--- config.mk ---
export PLATFORM = sky130hd
export DESIGN_NAME = led_sink_protection_power_control
export DESIGN_NICKNAME = d
export VERILOG_FILES = /design/src/rtl/led_ctrl_pkg.sv /design/src/rtl/led_sink_protection_power_control.sv
export SDC_FILE = /design/constraint.sdc
export NUM_CORES = 1
export LEC_CHECK = 0
export ABC_AREA = 1
export BUFFER_PORTS_ARGS = -buffer_cell sky130_fd_sc_hd__buf_2
export CORE_UTILIZATION = 47
export CTS_BUF_LIST = sky130_fd_sc_hd__clkbuf_2
export CTS_CLUSTER_DIAMETER = 200
export CTS_CLUSTER_SIZE = 30
export DETAILED_ROUTE_END_ITERATION = 8
export GPL_ROUTABILITY_DRIVEN = 1
export PLACE_DENSITY = 0.79
export SETUP_SLACK_MARGIN = 0.05
export SLEW_MARGIN = 20
export SYNTH_ARGS = -nofsm -noshare
export SYNTH_HDL_FRONTEND = slang
export SYNTH_SLANG_ARGS = --single-unit
--- constraint.sdc ---
create_clock -name CLOCK_I -period 9.7 [get_ports CLOCK_I]
set_clock_uncertainty 0.1 [all_clocks]
set_input_delay 0.485 -clock CLOCK_I [delete_from_list [all_inputs] [get_ports CLOCK_I]]
set_output_delay 0.485 -clock CLOCK_I [all_outputs]
set_load 0.05 [all_outputs]
--- src/rtl/led_ctrl_pkg.sv ---
// package for the led sink protection and power control block
// assumes a single 100 MHz clock and an AHB-Lite register bus
package led_ctrl_pkg;
    // channel organisation
    localparam int unsigned CHANNELS      = 48;
    localparam int unsigned GROUPS        = 12;
    // register byte offsets
    localparam logic [7:0] OFF_FC_FIRST   = 8'h00;
    localparam logic [7:0] OFF_FC_SECOND  = 8'h04;
    localparam logic [7:0] OFF_CC_RED     = 8'h08;
    localparam logic [7:0] OFF_CC_GREEN   = 8'h0C;
    localparam logic [7:0] OFF_CC_BLUE    = 8'h10;
    localparam logic [7:0] OFF_STATUS     = 8'h14;
    localparam logic [7:0] OFF_IRQ_STAT   = 8'h18;
    localparam logic [7:0] OFF_IRQ_MASK   = 8'h1C;
    localparam logic [7:0] OFF_OPEN_LO    = 8'h20;
    localparam logic [7:0] OFF_OPEN_HI    = 8'h24;
    // fields of the first function control register
    localparam int unsigned BC_POS        = 0;
    localparam int unsigned THR_POS       = 4;
    // fields of the second function control register
    localparam int unsigned PSAVE_POS     = 5;
    // reset values
    localparam logic [2:0] BC_RESET       = 3'h4;
    localparam logic [8:0] CC_RESET       = 9'h100;
    localparam logic [1:0] THR_RESET      = 2'h0;
    // status / interrupt bit positions
    localparam int unsigned EV_TEMP       = 0;
    localparam int unsigned EV_REF        = 1;
    localparam int unsigned EV_PSAVE      = 2;
    localparam int unsigned EV_OPEN       = 3;
    localparam int unsigned EV_BITS       = 4;
    // group stagger delay in clock cycles
    localparam int unsigned STAGGER_CYCLES = 4;

    // protection indications after synchronising
    typedef struct packed {
        logic temp;
        logic ref_low;
    } protect_s;

    typedef enum logic [1:0] {
        ST_NORMAL,
        ST_SAVE
    } power_e;
endpackage

--- src/rtl/led_sink_protection_power_control.sv ---
// top of led sink protection and power control, with AHB-Lite registers
// assumes comparators and protection flags arrive asynchronously from analog
//
// Functional notes
// - open flag is 1 while output voltage sits below selected threshold, else 0
// - comparator result is used only during that channel's on period
// - open flag reads 0 for every output that is currently off; this block clears it only while CHANNEL_ON_I is low or in power save
// - power save enable is bit 5 of second function control, reset 0
// - enter power save on frame sync when enabled and next frame all zero
// - leave power save as soon as any non-zero grayscale arrives
// - power save holds current outputs and open detection disabled
// - pre-charge pull-up is on exactly during common-line switching
// - over-temperature indication turns all outputs off until it clears; here they stay off after it clears until the next first pwm edge
// - reference-low indication turns all outputs off until it clears; here they stay off after it clears until the next first pwm edge
// - twelve output groups switch on one after another at first pwm edge
// - global brightness code resets to 4h and applies immediately
// - each color group brightness code resets to 100h
//
// The register addresses and the AHB-Lite interface to the registers were decided locally.
module led_sink_protection_power_control
    import led_ctrl_pkg::*;
#(
    parameter int unsigned NCH = CHANNELS
) (
    // clock and reset
    input  wire logic                 CLOCK_I,
    input  wire logic                 RSTN_I,
    // ahb-lite slave
    input  wire logic                 HSEL_I,
    input  wire logic [31:0]          HADDR_I,
    input  wire logic [1:0]           HTRANS_I,
    input  wire logic                 HWRITE_I,
    input  wire logic [2:0]           HSIZE_I,
    input  wire logic [31:0]          HWDATA_I,
    input  wire logic                 HREADY_I,
    output logic      [31:0]          HRDATA_O,
    output logic                      HREADYOUT_O,
    output logic                      HRESP_O,
    // display data events
    input  wire logic                 FRAME_SYNC_I,
    input  wire logic                 GS_VALID_I,
    input  wire logic                 GS_NONZERO_I,
    input  wire logic                 PWM_FIRST_EDGE_I,
    input  wire logic                 LINE_SWITCH_I,
    input  wire logic [NCH-1:0]       CHANNEL_ON_I,
    // analog indications
    input  wire logic [NCH-1:0]       BELOW_THR_I,
    input  wire logic                 OVER_TEMP_I,
    input  wire logic                 REF_LOW_I,
    // outputs to the analog core
    output logic      [NCH-1:0]       SINK_ENABLE_O,
    output logic      [NCH-1:0]       PRECHARGE_O,
    output logic                      DETECT_ENABLE_O,
    output logic      [1:0]           THRESHOLD_SEL_O,
    output logic      [2:0]           BRIGHT_CODE_O,
    output logic      [26:0]          COLOR_CODE_O,
    output logic      [NCH-1:0]       OPEN_LED_O,
    output logic                      POWER_SAVE_O,
    output logic                      IRQ_O
);
    localparam int unsigned PER_GRP = NCH / GROUPS;
    localparam int unsigned CNT_W   = $clog2(STAGGER_CYCLES + 1);

    initial begin
        if (NCH % GROUPS != 0 || NCH < GROUPS || NCH > 64)
            $error("NCH must be a multiple of twelve and at most 64");
    end

    // reset release through two flops
    logic rst_meta, rst_n;
    always_ff @(posedge CLOCK_I or negedge RSTN_I) begin
        if (!RSTN_I) begin
            rst_meta <= 1'b0;
            rst_n    <= 1'b0;
        end else begin
            rst_meta <= 1'b1;
            rst_n    <= rst_meta;
        end
    end

    // two-stage synchronisers for analog indications
    logic [NCH+1:0] sync_a, sync_b;
    always_ff @(posedge CLOCK_I or negedge rst_n) begin
        if (!rst_n) begin
            sync_a <= '0;
            sync_b <= '0;
        end else begin
            sync_a <= {OVER_TEMP_I, REF_LOW_I, BELOW_THR_I};
            sync_b <= sync_a;
        end
    end
    protect_s       prot;
    logic [NCH-1:0] below;
    assign prot  = protect_s'(sync_b[NCH+1:NCH]);
    assign below = sync_b[NCH-1:0];

    // register storage
    logic [2:0]          bright;
    logic [1:0]          thr_sel;
    logic                psave_en;
    logic [8:0]          cc_r, cc_g, cc_b;
    logic [EV_BITS-1:0]  irq_stat, irq_mask;
    power_e              pstate;
    logic [NCH-1:0]      open_flag;
    logic [3:0]          grp_on;
    logic [CNT_W-1:0]    stag_cnt;
    logic                stagger_run;

    // ahb address phase capture
    logic       ph_valid, ph_write;
    logic [7:0] ph_addr;
    logic       take;
    assign take = HSEL_I && HREADY_I && HTRANS_I[1];
    always_ff @(posedge CLOCK_I or negedge rst_n) begin
        if (!rst_n) begin
            ph_valid <= 1'b0;
            ph_write <= 1'b0;
            ph_addr  <= 8'h00;
        end else if (HREADY_I) begin
            ph_valid <= take;
            ph_write <= HWRITE_I;
            ph_addr  <= HADDR_I[7:0];
        end
    end
    logic wr;
    assign wr          = ph_valid && ph_write;
    assign HRESP_O     = 1'b0;

    // a read waits one cycle so a write landing just before it is seen
    logic rd_wait, rd_done;
    assign rd_wait     = ph_valid && !ph_write && !rd_done;
    assign HREADYOUT_O = !rd_wait;
    always_ff @(posedge CLOCK_I or negedge rst_n) begin
        if (!rst_n)
            rd_done <= 1'b0;
        else
            rd_done <= rd_wait;
    end

    // software writable control registers
    always_ff @(posedge CLOCK_I or negedge rst_n) begin
        if (!rst_n) begin
            bright   <= BC_RESET;
            thr_sel  <= THR_RESET;
            psave_en <= 1'b0;
            cc_r     <= CC_RESET;
            cc_g     <= CC_RESET;
            cc_b     <= CC_RESET;
            irq_mask <= '0;
        end else if (wr) begin
            case (ph_addr)
                OFF_FC_FIRST: begin
                    bright  <= HWDATA_I[BC_POS +: 3];
                    thr_sel <= HWDATA_I[THR_POS +: 2];
                end
                OFF_FC_SECOND: psave_en <= HWDATA_I[PSAVE_POS];
                OFF_CC_RED:    cc_r     <= HWDATA_I[8:0];
                OFF_CC_GREEN:  cc_g     <= HWDATA_I[8:0];
                OFF_CC_BLUE:   cc_b     <= HWDATA_I[8:0];
                OFF_IRQ_MASK:  irq_mask <= HWDATA_I[EV_BITS-1:0];
                default: ;
            endcase
        end
    end

    // read mux, registered into the data phase
    logic [31:0] rdata;
    always_comb begin
        rdata = 32'h0000_0000;
        case (ph_addr)
            OFF_FC_FIRST:  rdata = {26'h0, thr_sel, 1'b0, bright};
            OFF_FC_SECOND: rdata = {26'h0, psave_en, 5'h00};
            OFF_CC_RED:    rdata = {23'h0, cc_r};
            OFF_CC_GREEN:  rdata = {23'h0, cc_g};
            OFF_CC_BLUE:   rdata = {23'h0, cc_b};
            OFF_STATUS:    rdata = {28'h0, |open_flag, pstate == ST_SAVE, prot.ref_low,
                                    prot.temp};
            OFF_IRQ_STAT:  rdata = {28'h0, irq_stat};
            OFF_IRQ_MASK:  rdata = {28'h0, irq_mask};
            OFF_OPEN_LO:   rdata = 32'(open_flag);
            OFF_OPEN_HI:   rdata = 32'({64'(open_flag)} >> 32);
            default:       rdata = 32'h0000_0000;
        endcase
    end
    // read data captured in the wait cycle, held through the ready cycle
    always_ff @(posedge CLOCK_I or negedge rst_n) begin
        if (!rst_n)
            HRDATA_O <= 32'h0000_0000;
        else if (rd_wait)
            HRDATA_O <= rdata;
    end

    // power save state machine
    always_ff @(posedge CLOCK_I or negedge rst_n) begin
        if (!rst_n) begin
            pstate <= ST_NORMAL;
        end else begin
            case (pstate)
                ST_NORMAL:
                    if (FRAME_SYNC_I && psave_en && !GS_NONZERO_I)
                        pstate <= ST_SAVE;
                ST_SAVE:
                    if (GS_VALID_I && GS_NONZERO_I)
                        pstate <= ST_NORMAL;
                default: pstate <= ST_NORMAL;
            endcase
        end
    end
    logic outputs_off;
    assign outputs_off = (pstate == ST_SAVE) || prot.temp || prot.ref_low;

    // staggered group turn-on after the first pwm edge
    // any shutdown drops every group; the next frame's first edge restarts them
    always_ff @(posedge CLOCK_I or negedge rst_n) begin
        if (!rst_n) begin
            grp_on      <= 4'h0;
            stag_cnt    <= '0;
            stagger_run <= 1'b0;
        end else if (outputs_off) begin
            grp_on      <= 4'h0;
            stagger_run <= 1'b0;
        end else if (PWM_FIRST_EDGE_I && !stagger_run) begin
            grp_on      <= 4'h1;
            stag_cnt    <= '0;
            stagger_run <= 1'b1;
        end else if (stagger_run && grp_on < 4'(GROUPS)) begin
            if (stag_cnt == CNT_W'(STAGGER_CYCLES - 1)) begin
                stag_cnt <= '0;
                grp_on   <= grp_on + 4'h1;
            end else begin
                stag_cnt <= stag_cnt + CNT_W'(1);
            end
        end
    end

    // per-channel sink enable, pre-charge and open flag
    genvar ch;
    generate
        for (ch = 0; ch < NCH; ch++) begin : g_ch
            localparam logic [3:0] GIDX = 4'(ch / PER_GRP);
            always_ff @(posedge CLOCK_I or negedge rst_n) begin
                if (!rst_n) begin
                    SINK_ENABLE_O[ch] <= 1'b0;
                    PRECHARGE_O[ch]   <= 1'b0;
                    open_flag[ch]     <= 1'b0;
                end else begin
                    SINK_ENABLE_O[ch] <= !outputs_off && (grp_on > GIDX)
                                         && CHANNEL_ON_I[ch];
                    PRECHARGE_O[ch]   <= LINE_SWITCH_I;
                    if (!CHANNEL_ON_I[ch] || pstate == ST_SAVE)
                        open_flag[ch] <= 1'b0;
                    else
                        open_flag[ch] <= below[ch];
                end
            end
        end
    endgenerate

    // sticky interrupt status, set wins over write-one clear
    logic [EV_BITS-1:0] ev, clr;
    assign ev  = {|open_flag, pstate == ST_SAVE, prot.ref_low, prot.temp};
    assign clr = (wr && ph_addr == OFF_IRQ_STAT) ? HWDATA_I[EV_BITS-1:0] : '0;
    always_ff @(posedge CLOCK_I or negedge rst_n) begin
        if (!rst_n)
            irq_stat <= '0;
        else
            irq_stat <= (irq_stat & ~clr) | ev;
    end

    // outputs to the analog core
    always_ff @(posedge CLOCK_I or negedge rst_n) begin
        if (!rst_n) begin
            DETECT_ENABLE_O <= 1'b0;
            THRESHOLD_SEL_O <= THR_RESET;
            BRIGHT_CODE_O   <= BC_RESET;
            COLOR_CODE_O    <= {CC_RESET, CC_RESET, CC_RESET};
            IRQ_O           <= 1'b0;
        end else begin
            DETECT_ENABLE_O <= (pstate != ST_SAVE);
            THRESHOLD_SEL_O <= thr_sel;
            BRIGHT_CODE_O   <= bright;
            COLOR_CODE_O    <= {cc_b, cc_g, cc_r};
            IRQ_O           <= |(irq_stat & irq_mask);
        end
    end
    assign OPEN_LED_O   = open_flag;
    assign POWER_SAVE_O = (pstate == ST_SAVE);

    // checks, sampled on the block clock and idle while reset is held
    a_open_off_zero: assert property (@(posedge CLOCK_I) disable iff (!rst_n)
        !CHANNEL_ON_I[0] |=> !open_flag[0])
        else $error("open flag set while off");
    a_open_follow: assert property (@(posedge CLOCK_I) disable iff (!rst_n)
        (CHANNEL_ON_I[0] && pstate == ST_NORMAL) |=> open_flag[0] == $past(below[0]))
        else $error("open flag does not follow comparator");
    a_psave_enter: assert property (@(posedge CLOCK_I) disable iff (!rst_n)
        (pstate == ST_NORMAL && FRAME_SYNC_I && psave_en && !GS_NONZERO_I)
        |=> pstate == ST_SAVE)
        else $error("power save not entered");
    a_psave_leave: assert property (@(posedge CLOCK_I) disable iff (!rst_n)
        (pstate == ST_SAVE && GS_VALID_I && GS_NONZERO_I) |=> pstate == ST_NORMAL)
        else $error("power save not left");
    a_psave_off: assert property (@(posedge CLOCK_I) disable iff (!rst_n)
        pstate == ST_SAVE |=> SINK_ENABLE_O == '0)
        else $error("sinks on in save");
    a_detect_save: assert property (@(posedge CLOCK_I) disable iff (!rst_n)
        pstate == ST_SAVE |=> !DETECT_ENABLE_O && OPEN_LED_O == '0)
        else $error("detection active in save");
    a_temp_off: assert property (@(posedge CLOCK_I) disable iff (!rst_n)
        prot.temp |=> SINK_ENABLE_O == '0)
        else $error("sinks on when hot");
    a_ref_off: assert property (@(posedge CLOCK_I) disable iff (!rst_n)
        prot.ref_low |=> SINK_ENABLE_O == '0)
        else $error("sinks on at ref low");
    a_precharge: assert property (@(posedge CLOCK_I) disable iff (!rst_n)
        LINE_SWITCH_I |=> PRECHARGE_O == '1)
        else $error("pre-charge missing");
    a_precharge_rel: assert property (@(posedge CLOCK_I) disable iff (!rst_n)
        !LINE_SWITCH_I |=> PRECHARGE_O == '0)
        else $error("pre-charge held outside switching");
    a_stagger_first: assert property (@(posedge CLOCK_I) disable iff (!rst_n)
        (PWM_FIRST_EDGE_I && !stagger_run && !outputs_off) |=> grp_on == 4'h1)
        else $error("first group not started");
    a_stagger_step: assert property (@(posedge CLOCK_I) disable iff (!rst_n)
        (grp_on != $past(grp_on) && grp_on > 4'h1)
        |-> $past(stag_cnt) == CNT_W'(STAGGER_CYCLES - 1))
        else $error("group step spacing wrong");
    a_irq_level: assert property (@(posedge CLOCK_I) disable iff (!rst_n)
        |(irq_stat & irq_mask) |=> IRQ_O)
        else $error("interrupt output missing");
    a_read_data: assert property (@(posedge CLOCK_I) disable iff (!rst_n)
        (ph_valid && !ph_write && rd_done) |-> HRDATA_O == $past(rdata))
        else $error("read data not from addressed register");

    // cover points for the main scenarios
    c_enter_save: cover property (@(posedge CLOCK_I) disable iff (!rst_n)
        pstate == ST_NORMAL ##1 pstate == ST_SAVE);
    c_leave_save: cover property (@(posedge CLOCK_I) disable iff (!rst_n)
        pstate == ST_SAVE ##1 pstate == ST_NORMAL);
    c_all_groups: cover property (@(posedge CLOCK_I) disable iff (!rst_n)
        grp_on == 4'(GROUPS));
    c_protect_off: cover property (@(posedge CLOCK_I) disable iff (!rst_n)
        prot.temp || prot.ref_low);
    c_irq: cover property (@(posedge CLOCK_I) disable iff (!rst_n) IRQ_O);
endmodule // led_sink_protection_power_control

==> out/metrics.cfg <==
[power_and_ir_drop]
ir_drop_uv=135.0
p_int_mw=1.653
p_seq_frac=0.631
power.share.clock=0.192
power_density_nw_per_um2=154.4
swShare=0.3051
leakage_nw=8.274
switchingPower_mw=0.7255
p_comb_frac=0.177

[clock_network]
clkLatencyLatePin_ns=0.93
cts_repair_resize_count=0
cts_buffer_depth=3
ctsRootBufferMaster=clkbuf_2
numCtsBuffers=14
postCtsSetupBuffers=0
h-tree-depth=1
cts_tree=built
path_clk_slew_ns=0.51
clkSinkCount=326

[route]
vias_per_cell=4.818
wire_per_inst_microns=17.99
drt_wl_total_microns=33930
via_count=9087
top_layer_used=met4
met1Wirelength_microns=13180
dr.pass1.iters=5
met3_length_microns=2059
met2_length_microns=16870
drc=0
drtIter0Drc=821
antenna_left=0

[timing]
max_freq_ghz=0.2469
tightest_slew_ns=1.032
slew-limit-headroom=0.3077
finalCritPeriodShare=0.4176
rsz0062_at_grt=false
fin_crit_ns=4.050
fin_setup_tns_ns=0
finalMaxSlewViolations=0
final-setup-viol-count=0
hold_viol=0

[die]
fp-row-count=57
die_area_sq_um=25870
die_w_microns=160.8
die_h_microns=160.8
start_util=0.4834
core_sq_um=24530
io_pins=390

[hold_path]
min_path_cells=2
min_path_type=input port to flip-flop

[final_layout]
layout_commonest_cell=buf_2
area_growth_syn_to_layout_pct=29.86
drive_gt1_frac=0.2832
stdcell_count=1886
layout_common_cells=337 x buf_2, 316 x dfrtp_1, 276 x nand2_1
fill_cells=1949
fin_area_sq_um=15400
nets=1738

[setup_path]
cp.depth=4
cpPeakStageDelay_ns=0.91
cpLargestDelayFamily=buffers and inverters
path_buf_inv=3
worst-setup-path-type=flip-flop to output pin
required_ns=9.12
crit_path_end_kind=output pin
crit_path_max_fanout=34
worstPathCellList=nor3_4, buf_4, clkinv_1, buf_2
slowest_stage=clkinv_1
cp.arrival_ns=3.47
rr_worst_depth=5
start_kind=flip-flop

[logic_synthesis]
synth_edf_count=0
async_flop_share=1.000
yosysSeqAreaShare=0.6888
synth_warnings=0
netlist_area_sq_um=11860
synth_nets=1274
synthDistinctLibCells=37
syn_inst=1093
synth-seq-cells=326
synth.avg_cell_area_sq_um=10.85
ys.flop_type=dfrtp_1

[placed_design]
placed_cells=1690
dpl.hpwl_microns=22310
numPortBuffers=337
dpl_cell_area_sq_um=13520
place_congestion=0.8711

[global_routing]
overflow=0
track_usage=0.2637
grt_max_degree=152
grt_pass1_vias=9360
grt_pass1_wl_microns=52140
antenna_found_initial=1

[flow_run]
cap_violations=0

[run_status]
outcome=finished, final reports clean

==> metal layers <==
layer	vias to the layer above	GRT usage
met1	4382	0.3327
met2	391	0.4434
met3	96	0.04055
met4	0	0.1329
met5	-	0
li1	4218	-
==> final timing paths <==
kind | from | endpoint | slack (ns)
max | ph_write | HREADYOUT_O | 5.65
min | BELOW_THR_I[35] | sync_a[35] | 0.07
max reg2reg | ph_write | HRDATA_O[23] | 7.15
min reg2reg | rst_n | sync_a[10] | 0.25
max in group asynchronous | rst_n | THRESHOLD_SEL_O[1] | 7.22
min in group asynchronous | RSTN_I | rst_n | 0.21
==> registers in the layout, indices dropped and copies added, names as in the netlist, 2 cells and up <==
register and cells:
sync_b 50, BRIGHT_CODE_O 3, OPEN_LED_O 48, sync_a 50
HRDATA_O 32, cc_b 9, stag_cnt 3, cc_r 9
ph_addr 8, grp_on 4, COLOR_CODE_O 27, THRESHOLD_SEL_O 2
cc_g 9, bright 3, irq_stat 4, irq_mask 4
thr_sel 2, SINK_ENABLE_O 48
==> repair_timing <==
| item | CTS | global route |
|---|---|---|
| setup endpoints to repair | 0 | 0 |
| hold buffers | 171 | 4 |
| hold endpoints to repair | 209 | 4 |
==> stage by stage <==
stage | util | setup WS, ns | hold slack, ns | power [mW]
6_report | 0.6277 | 5.650 | 0.06532 | 2.378
3_5_place_dp | 0.5511 | 7.057 | 0.1720 | 1.874
2_1_floorplan | - | 4.276 | 0.08941 | 1.766
3_3_place_gp | 0.5511 | 7.084 | 0.1718 | 1.862
4_1_cts | 0.6260 | 5.945 | 0.0002216 | 2.387
5_1_grt | 0.6277 | 5.399 | 0.005588 | 2.472
==> area by class of cell <==
class / instances / area [sq um] / area share
clock buffers: 19 / 95.09 / 0.006175
flip-flops and latches: 326 / 8173 / 0.5307
multi-input cells: 591 / 2804 / 0.1821
repair buffers: 517 / 3488 / 0.2265
well taps: 324 / 405.4 / 0.02632
inverters: 107 / 401.6 / 0.02608
diodes: 1 / 2.502 / 0.0001625
clock inverters: 1 / 30.03 / 0.001950
==> worst reg2reg max path, stage by stage (launching register included) <==
cell      delay, ns
dfrtp_1        0.54
nor3_4         0.19
buf_4          0.38
clkinv_1       0.93
nand2_1        0.33
nand2_1        0.09
==> power groups by stage <==
stage          Combinational (mW)  Sequential [mW]  Clock (mW)
2_1_floorplan               0.144             1.62           0
3_5_place_dp                0.358             1.52           0
5_1_grt                     0.448             1.51       0.512
4_1_cts                     0.415             1.50       0.473
3_3_place_gp                0.351             1.51           0
6_report                    0.420             1.50       0.457
==> kinds of logic after synthesis <==
| logic type | count (synthesis) | share of synthesized area |
|---|---|---|
| fa+ha+maj | 4 | 0.004220 |
| other cells | 2 | 0.0006333 |
| compound gates | 84 | 0.04664 |
| mux | 1 | 0.0009495 |
| buf+inv | 176 | 0.07533 |
| flops | 326 | 0.6888 |
| simple gates | 500 | 0.1835 |
==> cells in the mapped netlist (2+ instances only) <==
| library cell | number | area share |
|---|---|---|
| nor2_8 | 4 | 0.0068 |
| nand2_1 | 276 | 0.087 |
| nor2_1 | 149 | 0.047 |
| inv_1 | 99 | 0.031 |
| ha_1 | 4 | 0.0042 |
| buf_6 | 6 | 0.0057 |
| nand2_4 | 3 | 0.0028 |
| o21ai_2 | 27 | 0.020 |
| nor2_2 | 3 | 0.0016 |
| nand4_1 | 6 | 0.0032 |
| nand3_4 | 4 | 0.0059 |
| dfrtp_1 | 318 | 0.67 |
| nand2_2 | 8 | 0.0042 |
| dfstp_2 | 8 | 0.018 |
| nor2_4 | 4 | 0.0038 |
| o21ai_0 | 35 | 0.015 |
| a21oi_2 | 3 | 0.0022 |
| a21oi_1 | 4 | 0.0017 |
| nand3_2 | 2 | 0.0017 |
| conb_1 | 2 | 0.00063 |
| buf_4 | 49 | 0.031 |
| inv_2 | 8 | 0.0025 |
| o21ai_1 | 8 | 0.0034 |
| nand3_1 | 36 | 0.015 |
| clkbuf_1 | 11 | 0.0035 |
| buf_2 | 3 | 0.0013 |
| a22o_1 | 3 | 0.0022 |
(Power assumes the default switching activity.)
